### config.mk
export PLATFORM = sky130hd
export DESIGN_NAME = fcst_top
export DESIGN_NICKNAME = d
export VERILOG_FILES = /design/src/hw/fcst_pkg.sv /design/src/hw/fcst_rc_cnt.sv /design/src/hw/fcst_frame_mon.sv /design/src/hw/fcst_top.sv
export VERILOG_INCLUDE_DIRS = /design/src /design/src/hw
export SDC_FILE = /design/constraint.sdc
export NUM_CORES = 1
export LEC_CHECK = 0
export ABC_CLOCK_PERIOD_IN_PS = 7800
export BUFFER_PORTS_ARGS = -buffer_cell sky130_fd_sc_hd__buf_4
export CAP_MARGIN = 40
export CORE_MARGIN = 5
export CORE_UTILIZATION = 39
export CTS_CLUSTER_SIZE = 24
export DETAILED_ROUTE_END_ITERATION = 6
export REMOVE_ABC_BUFFERS = 1
export SLEW_MARGIN = 20
export SYNTH_ARGS = -nofsm -noshare
export SYNTH_HDL_FRONTEND = slang
export SYNTH_SLANG_ARGS = --single-unit
export TNS_END_PERCENT = 20
### constraint.sdc
create_clock -name mclk_i -period 7.8 [get_ports mclk_i]
set_input_delay 2.34 -clock mclk_i [delete_from_list [all_inputs] [get_ports mclk_i]]
set_output_delay 2.34 -clock mclk_i [all_outputs]
set_load 0.01 [all_outputs]
### src/hw/fcst_defs.svh
`ifndef FCST_DEFS_SVH
`define FCST_DEFS_SVH

// ------------
// Word indices
// ------------
`define FCST_IDX_CTRL      30'h0000_40a0
`define FCST_IDX_RX_USH    30'h0000_40a7
`define FCST_IDX_RX_USL    30'h0000_40a8
`define FCST_IDX_RX_IERR   30'h0000_40a9
`define FCST_IDX_RX_OERR   30'h0000_40aa
`define FCST_IDX_RX_FRAG   30'h0000_40ab
`define FCST_IDX_RX_NOSFD  30'h0000_40ac
`define FCST_IDX_TX_GDH    30'h0000_40ad
`define FCST_IDX_TX_GDL    30'h0000_40ae
`define FCST_IDX_TX_OSH    30'h0000_40af
`define FCST_IDX_TX_OSL    30'h0000_40b0
`define FCST_IDX_TX_USH    30'h0000_40b1
`define FCST_IDX_TX_USL    30'h0000_40b2
`define FCST_IDX_TX_IERR   30'h0000_40b3
`define FCST_IDX_TX_OERR   30'h0000_40b4
`define FCST_IDX_TX_FRAG   30'h0000_40b5
`define FCST_IDX_TX_NOSFD  30'h0000_40b6
`define FCST_IDX_CFG2      30'h0000_40b7
`define FCST_IDX_IRQ_STAT  30'h0000_4100
`define FCST_IDX_IRQ_MASK  30'h0000_4101

// ------------
// Fields
// ------------
`define FCST_BIT_CHK_EN    15
`define FCST_BIT_TX_SRC    1
`define FCST_IRQ_W         4

// ------------
// Reset values
// ------------
`define FCST_RST_CNT       16'h0000
`define FCST_RST_IRQ       4'h0

// ------------
// Frame limits, delimiter and CRC constants
// ------------
`define FCST_LEN_MIN       11'h040
`define FCST_LEN_MAX       11'h5ee
`define FCST_NIB_MAX       12'hfff
`define FCST_SFD_NIB       4'hd
`define FCST_CRC_INIT      32'hffff_ffff
`define FCST_CRC_POLY      32'hedb8_8320
`define FCST_CRC_RESIDUE   32'hdebb_20e3

`endif

### src/hw/fcst_pkg.sv
package fcst_pkg;

  // Frame monitor states, one-hot
  typedef enum logic [2:0] {
    FCST_FM_IDLE = 3'h1,
    FCST_FM_PRE  = 3'h2,
    FCST_FM_DATA = 3'h4
  } fcst_fm_state_t;

  // Classification of one finished frame
  typedef struct packed {
    logic nosfd;
    logic frag;
    logic under_good;
    logic inr_good;
    logic inr_bad;
    logic over_good;
    logic over_bad;
  } fcst_class_t;

endpackage

### src/hw/fcst_rc_cnt.sv
`timescale 1ns/10ps
`include "fcst_defs.svh"

// 16-bit read-to-clear counter with carry out
module fcst_rc_cnt (
  input  wire logic        mclk_i,  // Core clock
  input  wire logic        rst_b_i, // Reset, low
  input  wire logic        inc_i,   // Count one
  input  wire logic        clr_i,   // Read clear
  output logic [15:0]      val_o,   // Count value
  output logic             cy_o     // Wrap carry
);

  logic [15:0] cnt_ff;     // Count
  logic [15:0] nxt_cnt;    // Next count

  // A clear keeps an increment of the same cycle
  assign nxt_cnt = (clr_i ? 16'h0000 : cnt_ff) + {15'h0000, inc_i};
  // Carry only when the kept value wraps
  assign cy_o    = inc_i & ~clr_i & (&cnt_ff);
  assign val_o   = cnt_ff;

  // Count register
  always_ff @(posedge mclk_i or negedge rst_b_i) begin
    if (!rst_b_i) begin
      cnt_ff <= `FCST_RST_CNT;
    end else begin
      cnt_ff <= nxt_cnt;
    end
  end

endmodule // fcst_rc_cnt

### src/hw/fcst_frame_mon.sv
`timescale 1ns/10ps
`include "fcst_defs.svh"

// Delimits one nibble stream into frames, checks CRC and measures length
module fcst_frame_mon
  import fcst_pkg::*;
(
  input  wire logic        mclk_i,   // Core clock
  input  wire logic        rst_b_i,  // Reset, low
  input  wire logic        run_i,    // Checker on
  input  wire logic        dv_i,     // Data valid
  input  wire logic [3:0]  nib_i,    // Nibble, low first
  input  wire logic        stb_i,    // Nibble strobe
  output logic             done_o,   // Frame end pulse
  output logic [10:0]      len_o,    // Bytes after delimiter
  output logic             crc_ok_o, // CRC good
  output logic             sfd_ok_o  // Delimiter seen
);

  // Reflected CRC step over one nibble
  function automatic logic [31:0] crc_nib(input logic [31:0] c, input logic [3:0] d);
    logic [31:0] r;
    r = c;
    for (int k = 0; k < 4; k++) begin
      r = (r[0] ^ d[k]) ? ((r >> 1) ^ `FCST_CRC_POLY) : (r >> 1);
    end
    return r;
  endfunction

  fcst_fm_state_t state_ff;  // Frame state
  fcst_fm_state_t nxt_state; // Next state
  logic [31:0]    crc_ff;    // Running CRC
  logic [31:0]    nxt_crc;   // Next CRC
  logic [11:0]    ncnt_ff;   // Data nibbles
  logic [11:0]    nxt_ncnt;  // Next nibbles
  logic           take;      // Nibble taken
  logic           is_sfd;    // Delimiter nibble
  logic           in_data;   // Past delimiter
  logic           ends;      // Frame closes

  assign take    = stb_i & dv_i;
  assign is_sfd  = (nib_i == `FCST_SFD_NIB);
  assign in_data = (state_ff == FCST_FM_DATA);
  assign ends    = ~dv_i & (state_ff != FCST_FM_IDLE) & run_i;

  // Preamble and delimiter are not counted
  // (RL16) length from DA
  assign nxt_ncnt = !in_data ? 12'h000 :
                    (take && ncnt_ff != `FCST_NIB_MAX) ? ncnt_ff + 12'h001 : ncnt_ff;
  assign nxt_crc  = !in_data ? `FCST_CRC_INIT :
                    take ? crc_nib(crc_ff, nib_i) : crc_ff;

  // Next state
  always_comb begin
    nxt_state = state_ff;
    unique case (state_ff)
      FCST_FM_IDLE: if (take) begin
        nxt_state = is_sfd ? FCST_FM_DATA : FCST_FM_PRE;
      end
      FCST_FM_PRE: if (!dv_i) begin
        nxt_state = FCST_FM_IDLE;
      end else if (take && is_sfd) begin
        nxt_state = FCST_FM_DATA;
      end
      FCST_FM_DATA: if (!dv_i) begin
        nxt_state = FCST_FM_IDLE;
      end
      default: nxt_state = FCST_FM_IDLE;
    endcase
    // Disabled checker holds idle
    if (!run_i) begin
      nxt_state = FCST_FM_IDLE;
    end
  end

  // State and running values
  always_ff @(posedge mclk_i or negedge rst_b_i) begin
    if (!rst_b_i) begin
      state_ff <= FCST_FM_IDLE;
      crc_ff   <= `FCST_CRC_INIT;
      ncnt_ff  <= 12'h000;
    end else begin
      state_ff <= nxt_state;
      crc_ff   <= nxt_crc;
      ncnt_ff  <= nxt_ncnt;
    end
  end

  // Frame result, odd nibble dropped
  always_ff @(posedge mclk_i or negedge rst_b_i) begin
    if (!rst_b_i) begin
      done_o   <= 1'b0;
      len_o    <= 11'h000;
      crc_ok_o <= 1'b0;
      sfd_ok_o <= 1'b0;
    end else begin
      done_o <= ends;
      if (ends) begin
        len_o    <= ncnt_ff[11:1];
        crc_ok_o <= in_data & (crc_ff == `FCST_CRC_RESIDUE);
        sfd_ok_o <= in_data;
      end
    end
  end

endmodule // fcst_frame_mon

### src/hw/fcst_top.sv
`timescale 1ns/10ps
`include "fcst_defs.svh"

// Operation
// (RL1) rx short good frames, 32-bit
// (RL2) rx in-range CRC errors
// (RL3) rx oversize CRC errors
// (RL4) rx short frames as fragments
// (RL5) rx frames missing delimiter
// (RL6) tx in-range good frames, 32-bit
// (RL7) tx oversize good frames, 32-bit
// (RL8) tx short good frames, 32-bit
// (RL9) tx in-range CRC errors
// (RL10) tx oversize CRC errors
// (RL11) tx short frames as fragments
// (RL12) tx frames missing delimiter
// (RL13) count only while checker enabled
// (RL14) select tx checker data source
// (RL15) zero at reset, clear on read
// (RL16) length counts DA through CRC
module fcst_top
  import fcst_pkg::*;
(
  input  wire logic        mclk_i,      // Core clock
  input  wire logic        rst_b_i,     // Reset, low
  input  wire logic        psel_i,      // APB select
  input  wire logic        penable_i,   // APB enable
  input  wire logic        pwrite_i,    // APB write
  input  wire logic [31:0] paddr_i,     // APB address
  input  wire logic [31:0] pwdata_i,    // APB write data
  output logic [31:0]      prdata_o,    // APB read data
  output logic             pready_o,    // APB ready
  output logic             pslverr_o,   // APB error
  output logic             irq_o,       // Interrupt
  input  wire logic        rx_dv_i,     // Wire rx valid
  input  wire logic [3:0]  rx_nib_i,    // Wire rx nibble
  input  wire logic        rx_stb_i,    // Wire rx strobe
  input  wire logic        mii_tx_en_i, // MAC tx valid
  input  wire logic [3:0]  mii_txd_i,   // MAC tx nibble
  input  wire logic        mii_stb_i,   // MAC tx strobe
  input  wire logic        gen_tx_en_i, // Generator valid
  input  wire logic [3:0]  gen_txd_i,   // Generator nibble
  input  wire logic        gen_stb_i    // Generator strobe
);

  // ------------
  // Functions
  // ------------

  // Bin a finished frame by length, CRC and delimiter
  function automatic fcst_class_t classify(
    input logic [10:0] len,
    input logic        crc_ok,
    input logic        sfd_ok
  );
    fcst_class_t c;
    logic        under;
    logic        over;
    under        = (len < `FCST_LEN_MIN);
    over         = (len > `FCST_LEN_MAX);
    c.nosfd      = ~sfd_ok;
    // Fragment whatever the CRC
    c.frag       = sfd_ok & under;
    c.under_good = sfd_ok & under & crc_ok;
    c.inr_good   = sfd_ok & ~under & ~over & crc_ok;
    c.inr_bad    = sfd_ok & ~under & ~over & ~crc_ok;
    c.over_good  = sfd_ok & over & crc_ok;
    c.over_bad   = sfd_ok & over & ~crc_ok;
    return c;
  endfunction

  // Word index hit with aligned byte address
  function automatic logic hit(input logic [31:0] a, input logic [29:0] idx);
    return (a[31:2] == idx) && (a[1:0] == 2'b00);
  endfunction

  // Counter slot of a word index
  function automatic logic [3:0] slot_of(input logic [29:0] idx);
    logic [29:0] d;
    d = idx - `FCST_IDX_RX_USH;
    return d[3:0];
  endfunction

  // ------------
  // Declarations
  // ------------

  logic        chk_en_ff;   // Checker enable
  logic        tx_src_ff;   // Tx source select
  logic [3:0]  stat_ff;     // Sticky events
  logic [3:0]  mask_ff;     // Event mask
  logic [3:0]  nxt_stat;    // Next events
  logic [31:0] prdata_ff;   // Read data
  logic        pready_ff;   // Ready
  logic        pslverr_ff;  // Error
  logic        irq_ff;      // Interrupt

  logic        apb_setup;   // Setup phase
  logic        apb_done;    // Access completes
  logic        apb_rd;      // Read setup
  logic        apb_wr;      // Write completes
  logic        hit_cnt;     // Counter window
  logic        hit_ctrl;    // Control word
  logic        hit_cfg2;    // Config word
  logic        hit_stat;    // Status word
  logic        hit_mask;    // Mask word
  logic        hit_any;     // Mapped address
  logic [3:0]  rd_slot;     // Counter slot
  logic [31:0] rd_mux;      // Read value

  logic        tx_dv;       // Selected tx valid
  logic [3:0]  tx_nib;      // Selected tx nibble
  logic        tx_stb;      // Selected tx strobe

  logic        rx_done;     // Rx frame end
  logic [10:0] rx_len;      // Rx length
  logic        rx_crc_ok;   // Rx CRC good
  logic        rx_sfd_ok;   // Rx delimiter seen
  logic        tx_done;     // Tx frame end
  logic [10:0] tx_len;      // Tx length
  logic        tx_crc_ok;   // Tx CRC good
  logic        tx_sfd_ok;   // Tx delimiter seen
  fcst_class_t rx_cls;      // Rx bins
  fcst_class_t tx_cls;      // Tx bins
  logic        rx_ev;       // Rx counted
  logic        tx_ev;       // Tx counted
  logic [3:0]  events;      // Interrupt events

  logic [15:0] cnt_val [16]; // Counter values
  logic [15:0] cnt_inc;      // Counter steps
  logic [15:0] cnt_clr;      // Counter clears
  logic [15:0] cnt_cy;       // Counter carries

  // ------------
  // APB decode
  // ------------

  // Decode on raw bus
  assign apb_setup = psel_i & ~penable_i;
  assign apb_done  = psel_i & penable_i & pready_ff;
  assign apb_rd    = apb_setup & ~pwrite_i;
  assign apb_wr    = apb_done & pwrite_i & hit_any;

  assign hit_cnt  = (paddr_i[1:0] == 2'b00)
                  && (paddr_i[31:2] >= `FCST_IDX_RX_USH)
                  && (paddr_i[31:2] <= `FCST_IDX_TX_NOSFD);
  assign hit_ctrl = hit(paddr_i, `FCST_IDX_CTRL);
  assign hit_cfg2 = hit(paddr_i, `FCST_IDX_CFG2);
  assign hit_stat = hit(paddr_i, `FCST_IDX_IRQ_STAT);
  assign hit_mask = hit(paddr_i, `FCST_IDX_IRQ_MASK);
  assign hit_any  = hit_cnt | hit_ctrl | hit_cfg2 | hit_stat | hit_mask;
  assign rd_slot  = slot_of(paddr_i[31:2]);

  // Read mux, narrow data in low bits
  assign rd_mux = hit_cnt  ? {16'h0000, cnt_val[rd_slot]} :
                  hit_ctrl ? {16'h0000, chk_en_ff, 15'h0000} :
                  hit_cfg2 ? {30'h0000_0000, tx_src_ff, 1'b0} :
                  hit_stat ? {28'h000_0000, stat_ff} :
                  hit_mask ? {28'h000_0000, mask_ff} : 32'h0000_0000;

  // ------------
  // Tx source
  // ------------

  // (RL14) generator or MAC data
  assign tx_dv  = tx_src_ff ? gen_tx_en_i : mii_tx_en_i;
  assign tx_nib = tx_src_ff ? gen_txd_i : mii_txd_i;
  assign tx_stb = tx_src_ff ? gen_stb_i : mii_stb_i;

  // ------------
  // Monitors
  // ------------

  // Wire receive stream
  fcst_frame_mon u_rx_mon (
    .mclk_i   (mclk_i),
    .rst_b_i  (rst_b_i),
    .run_i    (chk_en_ff),
    .dv_i     (rx_dv_i),
    .nib_i    (rx_nib_i),
    .stb_i    (rx_stb_i),
    .done_o   (rx_done),
    .len_o    (rx_len),
    .crc_ok_o (rx_crc_ok),
    .sfd_ok_o (rx_sfd_ok)
  );

  // Transmit stream from selected source
  fcst_frame_mon u_tx_mon (
    .mclk_i   (mclk_i),
    .rst_b_i  (rst_b_i),
    .run_i    (chk_en_ff),
    .dv_i     (tx_dv),
    .nib_i    (tx_nib),
    .stb_i    (tx_stb),
    .done_o   (tx_done),
    .len_o    (tx_len),
    .crc_ok_o (tx_crc_ok),
    .sfd_ok_o (tx_sfd_ok)
  );

  // Bins of each result
  assign rx_cls = classify(rx_len, rx_crc_ok, rx_sfd_ok);
  assign tx_cls = classify(tx_len, tx_crc_ok, tx_sfd_ok);

  // Gate again so a late pulse after disable is dropped
  // (RL13) count when enabled
  assign rx_ev = rx_done & chk_en_ff;
  assign tx_ev = tx_done & chk_en_ff;

  // ------------
  // Counter steps
  // ------------

  // Rx side bins
  // Highs step on a low wrap
  // (RL1) rx short good
  assign cnt_inc[slot_of(`FCST_IDX_RX_USL)]   = rx_ev & rx_cls.under_good;
  assign cnt_inc[slot_of(`FCST_IDX_RX_USH)]   = cnt_cy[slot_of(`FCST_IDX_RX_USL)];
  // (RL2) rx in-range errors
  assign cnt_inc[slot_of(`FCST_IDX_RX_IERR)]  = rx_ev & rx_cls.inr_bad;
  // (RL3) rx oversize errors
  assign cnt_inc[slot_of(`FCST_IDX_RX_OERR)]  = rx_ev & rx_cls.over_bad;
  // (RL4) rx fragments
  assign cnt_inc[slot_of(`FCST_IDX_RX_FRAG)]  = rx_ev & rx_cls.frag;
  // (RL5) rx no delimiter
  assign cnt_inc[slot_of(`FCST_IDX_RX_NOSFD)] = rx_ev & rx_cls.nosfd;

  // Tx side bins
  // (RL6) tx in-range good
  assign cnt_inc[slot_of(`FCST_IDX_TX_GDL)]   = tx_ev & tx_cls.inr_good;
  assign cnt_inc[slot_of(`FCST_IDX_TX_GDH)]   = cnt_cy[slot_of(`FCST_IDX_TX_GDL)];
  // (RL7) tx oversize good
  assign cnt_inc[slot_of(`FCST_IDX_TX_OSL)]   = tx_ev & tx_cls.over_good;
  assign cnt_inc[slot_of(`FCST_IDX_TX_OSH)]   = cnt_cy[slot_of(`FCST_IDX_TX_OSL)];
  // (RL8) tx short good
  assign cnt_inc[slot_of(`FCST_IDX_TX_USL)]   = tx_ev & tx_cls.under_good;
  assign cnt_inc[slot_of(`FCST_IDX_TX_USH)]   = cnt_cy[slot_of(`FCST_IDX_TX_USL)];
  // (RL9) tx in-range errors
  assign cnt_inc[slot_of(`FCST_IDX_TX_IERR)]  = tx_ev & tx_cls.inr_bad;
  // (RL10) tx oversize errors
  assign cnt_inc[slot_of(`FCST_IDX_TX_OERR)]  = tx_ev & tx_cls.over_bad;
  // (RL11) tx fragments
  assign cnt_inc[slot_of(`FCST_IDX_TX_FRAG)]  = tx_ev & tx_cls.frag;
  // (RL12) tx no delimiter
  assign cnt_inc[slot_of(`FCST_IDX_TX_NOSFD)] = tx_ev & tx_cls.nosfd;

  // ------------
  // Counters
  // ------------

  // Clear at the setup edge, the same edge that captures read data,
  // so no step can slip in between the snapshot and the clear
  // (RL15) read clears counter
  for (genvar i = 0; i < 16; i++) begin : g_cnt
    assign cnt_clr[i] = apb_rd & hit_cnt & (rd_slot == 4'(i));
    fcst_rc_cnt u_cnt (
      .mclk_i  (mclk_i),
      .rst_b_i (rst_b_i),
      .inc_i   (cnt_inc[i]),
      .clr_i   (cnt_clr[i]),
      .val_o   (cnt_val[i]),
      .cy_o    (cnt_cy[i])
    );
  end

  // ------------
  // Interrupts
  // ------------

  // Events: rx frame, tx frame, rx fault, tx fault
  // Fault: bad CRC or no SFD
  assign events = {tx_ev & (tx_cls.nosfd | ~tx_crc_ok),
                   rx_ev & (rx_cls.nosfd | ~rx_crc_ok),
                   tx_ev,
                   rx_ev};

  // Set wins over a write-one clear
  assign nxt_stat = (apb_wr && hit_stat) ?
                    ((stat_ff & ~pwdata_i[3:0]) | events) : (stat_ff | events);

  // ------------
  // Registers
  // ------------

  // Control bits written at access completion
  always_ff @(posedge mclk_i or negedge rst_b_i) begin
    if (!rst_b_i) begin
      chk_en_ff <= 1'b0;
      tx_src_ff <= 1'b0;
      mask_ff   <= `FCST_RST_IRQ;
    end else if (apb_wr) begin
      // Checker enable
      if (hit_ctrl) begin
        chk_en_ff <= pwdata_i[`FCST_BIT_CHK_EN];
      end
      // Tx source select
      if (hit_cfg2) begin
        tx_src_ff <= pwdata_i[`FCST_BIT_TX_SRC];
      end
      // Mask
      if (hit_mask) begin
        mask_ff <= pwdata_i[3:0];
      end
    end
  end

  // Sticky status and level interrupt
  always_ff @(posedge mclk_i or negedge rst_b_i) begin
    if (!rst_b_i) begin
      stat_ff <= `FCST_RST_IRQ;
      irq_ff  <= 1'b0;
    end else begin
      stat_ff <= nxt_stat;
      irq_ff  <= |(nxt_stat & mask_ff);
    end
  end

  // No wait states
  // One wait-free access phase: answer set up at the setup edge
  always_ff @(posedge mclk_i or negedge rst_b_i) begin
    if (!rst_b_i) begin
      prdata_ff  <= 32'h0000_0000;
      pready_ff  <= 1'b0;
      pslverr_ff <= 1'b0;
    end else begin
      pready_ff  <= apb_setup;
      pslverr_ff <= apb_setup & ~hit_any;
      // Capture read data
      if (apb_rd) begin
        prdata_ff <= rd_mux;
      end
    end
  end

  // Flops drive pins
  assign prdata_o  = prdata_ff;
  assign pready_o  = pready_ff;
  assign pslverr_o = pslverr_ff;
  assign irq_o     = irq_ff;

endmodule // fcst_top

======== Yosys cells after proc, flatten, opt, wreduce, memory -nomap -nowiden ========
Cells that the tools add are included.
word-level totals
  register bits after elaboration ......... 423
  input port bits ......................... 87
  output and inout bits ................... 35
  word-level logic and storage cells ...... 305
cells by class
  $add $sub $neg .......................... 19
  $lt $le $gt $ge ......................... 7
  equality and inequality tests ........... 43
  multiplexer cells ....................... 58
  bitwise logic cells ..................... 117
  reductions and logical operators ........ 23
operators by type and width
  kind                                                   count
  two-way mux 32 bit                                     12
  two-way mux 16 bit                                     20
  adder 16 x 1 -> 16 bit                                 16
  == test 30 x 15 -> 1 bit, second input constant        4
  inverter 13 -> 14 bit                                  8
  bitwise AND 1 bit                                      72
  binary-select mux 16 bit (select 4 bit)                1
  == test 32 bit, second input constant                  2
  AND reduction 16 bit                                   4
  two-way mux 12 bit                                     4
  == test 4 bit, second input constant                   10
  two-way mux 3 bit                                      12
  >= comparator 30 x 15 -> 1 bit, second input constant  1
  <= comparator 30 x 15 -> 1 bit, second input constant  1
  adder 12 x 1 -> 12 bit, second input constant          2
  != test 12 bit, second input constant                  2
  > comparator 11 bit, second input constant             2
  < comparator 11 x 7 -> 1 bit, second input constant    2
  two-way mux 4 bit                                      5
  case mux 3 bit (3 select lines)                        2
  inverter 1 bit                                         17
  == test 4 x 3 -> 1 bit, second input constant          4
  logical AND 1 bit                                      11
  bitwise AND 4 bit                                      2
  other kinds (25)                                       51

======== Depth between registers and ports, before layout ========
  word-level depth ........................ 12
  depth in mapped cells ................... 19
  gate-level depth less buffers ........... 15

======== Hierarchy ========
From an unflattened synthesis, not the netlist that was laid out.
unflattened totals
  cells, all modules ...................... 2221
  area, all modules ....................... 23491.3 um^2
by module, submodules not included
  module                     instances  cells each  area each (um^2)  sequential area each (um^2)
  fcst_rc_cnt                16         80          812.0             400.4
  fcst_top                   1          369         4179.0            725.7
  fcst_frame_mon (u_rx_mon)  1          286         3163.0            1567.8
  fcst_frame_mon (u_tx_mon)  1          286         3156.8            1567.8

======== Worst setup path before layout ========
No wires, ideal clock.
  kind .................................... input -> register
  from .................................... input paddr_i[2]
  to ...................................... register prdata_ff[1], in the netlist prdata_o[1]
  setup time .............................. 0.141 ns
  arrival time ............................ 5.939 ns
  data required time ...................... 7.659 ns
  slack ................................... 1.720 ns
  stages .................................. 12
  buffers on the path ..................... 6
  cells stage by stage .................... buf_2 -> clkbuf_1 -> clkbuf_1 -> inv_1 -> ha_1 -> buf_2 -> buf_1 -> clkbuf_1 -> mux4_2 -> mux4_2 -> nand2_1 -> a31oi_1
on the way
  longest elaborated chain between the ends .. 7
  elaborated cells between the ends (all ways) .. 22
  classes of those cells .................. 1 x add/sub; 2 x order compare; 4 x eq/ne; 8 x mux; 1 x bitwise; 6 x reduce/logical
ends and longest elaborated chain
  item                                                               RTL line         source
  from (decl)                                                        fcst_top.sv:29   input wire logic [31:0] paddr_i,
  branches (longest 6 deep; another with subtractor 4 x 3 -> 4 bit)  -
  two-way mux 16 bit *                                               fcst_top.sv:155  assign rd_mux = hit_cnt ? {16'h0000, cnt_val[rd_slot]} :
  to (signal assigned)                                               fcst_top.sv:331  prdata_ff <= rd_mux;
  to (decl)                                                          fcst_top.sv:93   logic [31:0] prdata_ff;
Mark *: on every way between the ends. The select of a mux whose other input is x is not followed.
A chain may end at the register's enable or synchronous reset.

======== Worst setup path after layout ========
  from .................................... input paddr_i[17]
  to ...................................... register g_cnt[10].u_cnt.cnt_ff[15]
on the way
  longest elaborated chain between the ends .. 9
  elaborated cells between the ends (all ways) .. 12
  classes of those cells .................. 1 x add/sub; 2 x order compare; 1 x mux; 6 x bitwise; 2 x reduce/logical
ends and longest elaborated chain
  item                                             RTL line           source
  >= comparator 30 x 15 -> 1 bit (no source line)  -
  logical AND 1 bit                                fcst_top.sv:144    assign hit_cnt = (paddr_i[1:0] == 2'b00)
  logical AND 1 bit *                              fcst_top.sv:144
  bitwise AND 1 bit *                              fcst_top.sv:256    assign cnt_clr[i] = apb_rd & hit_cnt & (rd_slot == 4'(i));
  bitwise AND 1 bit                                fcst_top.sv:256
  inverter 1 bit                                   fcst_rc_cnt.sv:20  assign cy_o = inc_i & ~clr_i & (&cnt_ff);
  bitwise AND 1 bit (2 in a row)                   fcst_rc_cnt.sv:20
  adder 16 x 1 -> 16 bit *                         fcst_rc_cnt.sv:18  assign nxt_cnt = (clr_i ? 16'h0000 : cnt_ff) + {15'h0000, inc_i};
  named net g_cnt[10].u_cnt.nxt_cnt[15]            fcst_rc_cnt.sv:15  logic [15:0] nxt_cnt;
  to (signal assigned)                             fcst_rc_cnt.sv:26  cnt_ff <= `FCST_RST_CNT;
  to (signal assigned)                             fcst_rc_cnt.sv:28  cnt_ff <= nxt_cnt;
  to (decl)                                        fcst_rc_cnt.sv:14  logic [15:0] cnt_ff;
Mark *: on every way through the listed nets, which the timed path passes. The rest lies on a longest branch.

==> results.ini <==
[clock_network]
cts_tree = done
clk_latency_ns = 0.59
cts_num_sinks = 407
cts.htree.levels = 2
hold_buffers = 0
postCtsSetupRepairBufs = 0
cts_resized = 0
cts_buffers = 48
path_clk_slew_ns = 0.06
cts_root_buf = clkbuf_16
cts_max_path_buffers = 3

[critical_path]
arrival_ns = 6.50
cp-start-kind = input port
cp_data_required_time_ns = 8.23
crit_type = in -> reg
cp_common_cell = nor2_1
critPathCaptureType = flip-flop
cp_cell_sequence = buf_4 > or4_1 > nor2_1 > nand3_2 > or4_2 > buf_12 > nor4_4 > nor2b_1 > ha_1 > and2_1 > and4_1 > nand2_1 > xor2_1 > nor2_1
critPathSlowestCell = or4_2
cp_max_fo = 20
max_stage_delay_ns = 0.99

[layout]
seq_area_mm2 = 0.0103
num-nets-final = 2310
syn_to_final_growth_pct = 14.9
multi_input_area_mm2 = 0.0115
nFillCells = 5276
layout-drive-gt1-share_pct = 19.1
diodes = 0
stdcell_area_mm2 = 0.0255
stdcell_count = 2974

[synthesis]
async_flop_share_pct = 100
synth_fa_ha_area_share_pct = 2.36
yosys.cell_count.top_type = dfrtp_1
ys_ff_latch = 407
synth_area_leader_cell = dfrtp_1
synthMuxAreaShare_pct = 9.78
synthTopCellsByArea = dfrtp_1 38%, mux4_2 8.1%, xor2_1 8.1%
yosys-top-cells-count = 341 x dfrtp_1, 335 x nor2_1, 205 x xor2_1
seq_area_frac_synth_pct = 46.2
syn_area_mm2 = 0.0222
synth-edff-count = 0
syn_inst = 2090
synth.top_cell.area_share_pct = 38.4
synth-simple-area-share_pct = 21.5
synth_top_family_by_area = simple AND/OR/NAND/NOR gates
yosysUniqueCellTypes = 68
synth_flop_cell = dfrtp_1
synth-xor-area-share_pct = 12.8
yosys_warnings = 0
syn_avg_cell_area_um2 = 10.6
synth_compound_area_share_pct = 4.56

[floorplan]
core_area_mm2 = 0.0564
num_rows = 87
die-area_mm2 = 0.0619
io_pins = 122
start_util_pct = 39.4
fp.dieW_um = 249
die_y_um = 249

[timing]
rsz0062_at_grt = false
tightest_slew_ns = 0.946
whs_ns = 0.476
finalClockSkew_ns = 0.0201
finalCritPeriodShare_pct = 77.8
maxSlewViolCount = 0
fin_tns_setup_ns = 0
setup_viol = 0
min_period_ns = 6.07
max_freq_ghz = 0.165
hold_violations = 0
slew_headroom_pct = 36.9

[place]
placed_area_mm2 = 0.0238
io_buffer_count = 78
dp_cells = 2883
finalWeightedCongestion = 0.854
post-dp-hpwl_um = 40900

[status]
outcome = finished, final reports clean

[global_routing]
grt_pass1_wl_um = 91400
grt_max_degree = 150
grt_pass1_vias = 16200
grt_antenna_before_repair = 3
gr-usage-all-layers_pct = 18.0
overflow = 0

[pwr]
swShare_pct = 23.0
clockPowerShare_pct = 49.6
p_int_mw = 3.70
p_leak_nw = 11.5
ir_drop_mv = 0.147
p_per_area_mw_per_mm2 = 188
power_frac_comb_pct = 6.2
power_frac_seq_pct = 44.3
power.total_mw = 4.80
switching_power_mw = 1.10

[drt]
ant_nets = 0
drc_errors = 0
wl_um = 56300
dr_total_vias = 15900
drt_iter0_markers = 1091
wl_per_cell_um = 18.9
dr.pass1.iters = 5
via_per_inst = 5.36

[hold_path]
worstHoldPathType = reg -> reg

[flow_run]
cap_violations = 0

[worst paths after layout]
check                                          startpoint                             endpoint  slack (ns)  cells past startpoint
max                                           paddr_i[17]  g_cnt[10].u_cnt.val_o[15]$_DFF_PN0_        1.73                     14
min                               prdata_o[4]$_DFFE_PN0P_              prdata_o[4]$_DFFE_PN0P_        0.48                      2
max reg2reg                u_rx_mon.len_o[10]$_DFFE_PN0P_   g_cnt[0].u_cnt.val_o[15]$_DFF_PN0_        4.07                     12
min reg2reg                       prdata_o[4]$_DFFE_PN0P_              prdata_o[4]$_DFFE_PN0P_        0.48                      2
max in group asynchronous                         rst_b_i      u_rx_mon.ncnt_ff[1]$_DFFE_PN0P_        4.67                      2
min in group asynchronous                         rst_b_i  g_cnt[14].u_cnt.val_o[11]$_DFF_PN0_        1.83                      1
[power by group through the flow]
stage / clock network, mW / logic [mW] / registers, mW
finish: 2.38 / 0.295 / 2.12
global route: 2.53 / 0.325 / 2.12
CTS: 2.44 / 0.299 / 2.12
detailed placement: 0 / 0.298 / 2.16
global placement: 0 / 0.284 / 2.16
floorplan: 0 / 0.148 / 2.16
[kinds of logic (layout without fill, tap and decap cells)]
kind of cell	after synthesis	after routing
compound gates	135	135
fa+ha+maj	42	42
other cells	1	16
buf+inv	129	242
flops	407	407
mux	114	114
xor+xnor	319	319
simple gates	943	943
[sequential cells by signal, indices dropped and copies added (netlist names), 3 cells and up]
name	count
u_tx_mon.len_o	11
mask_ff	4
u_rx_mon.state_ff	3
u_rx_mon.ncnt_ff	12
u_tx_mon.crc_ff	32
stat_ff	4
u_rx_mon.len_o	11
prdata_o	16
g_cnt.u_cnt.val_o	256
u_tx_mon.ncnt_ff	12
u_tx_mon.state_ff	3
u_rx_mon.crc_ff	32
[through the flow]
| stage | util (%) | setup WS (ns) |
|---|---|---|
| after floorplan | - | 0.148 |
| after global placement | 42.0 | 1.14 |
| after detailed placement | 42.2 | 1.10 |
| after CTS | 45.2 | 1.74 |
| after global routing | 45.3 | 1.48 |
| final | 45.3 | 1.73 |
[layout by cell type, fill, tap and decap left out, drive strengths merged, types with 52 or more instances in the layout]
cell	Yosys	layout
dfrtp	341	341
nor2	335	335
xor2	205	205
nand2	196	196
nand3	137	137
buf	51	123
xnor2	111	111
mux4	80	80
clkbuf	49	70
dfstp	66	66
nand4	59	59
and3	52	52
[cell type report]
| class | instances | area share, % |
|---|---|---|
| inverter | 29 | 0.426 |
| multi-input combinational | 1569 | 44.9 |
| clock buffer | 67 | 5.42 |
| timing repair buffer | 126 | 4.17 |
| tap | 756 | 3.70 |
| clock inverter | 20 | 1.15 |
| sequential | 407 | 40.2 |
[metal layers]
| metal | up-vias | part of all wire, % | wire length (µm) | global-route usage (%) |
|---|---|---|---|---|
| li1 | 7448 | - | - | - |
| met4 | 0 | 2.6 | 1480 | 4.84 |
| met5 | - | 0 | 0 | 0 |
| met2 | 287 | 48 | 27000 | 29.8 |
| met3 | 82 | 3.7 | 2060 | 2.81 |
| met1 | 8119 | 46 | 25700 | 25.0 |
[critical path, delay by kind of cell]
kind                       cells  cell delay, ns
xor gates and xnor gates       1            0.14
adders and majority gates      1            0.23
buffers and inverters          2            0.42
and+or+nand+nor               10            3.34
(Power assumes the default switching activity.)
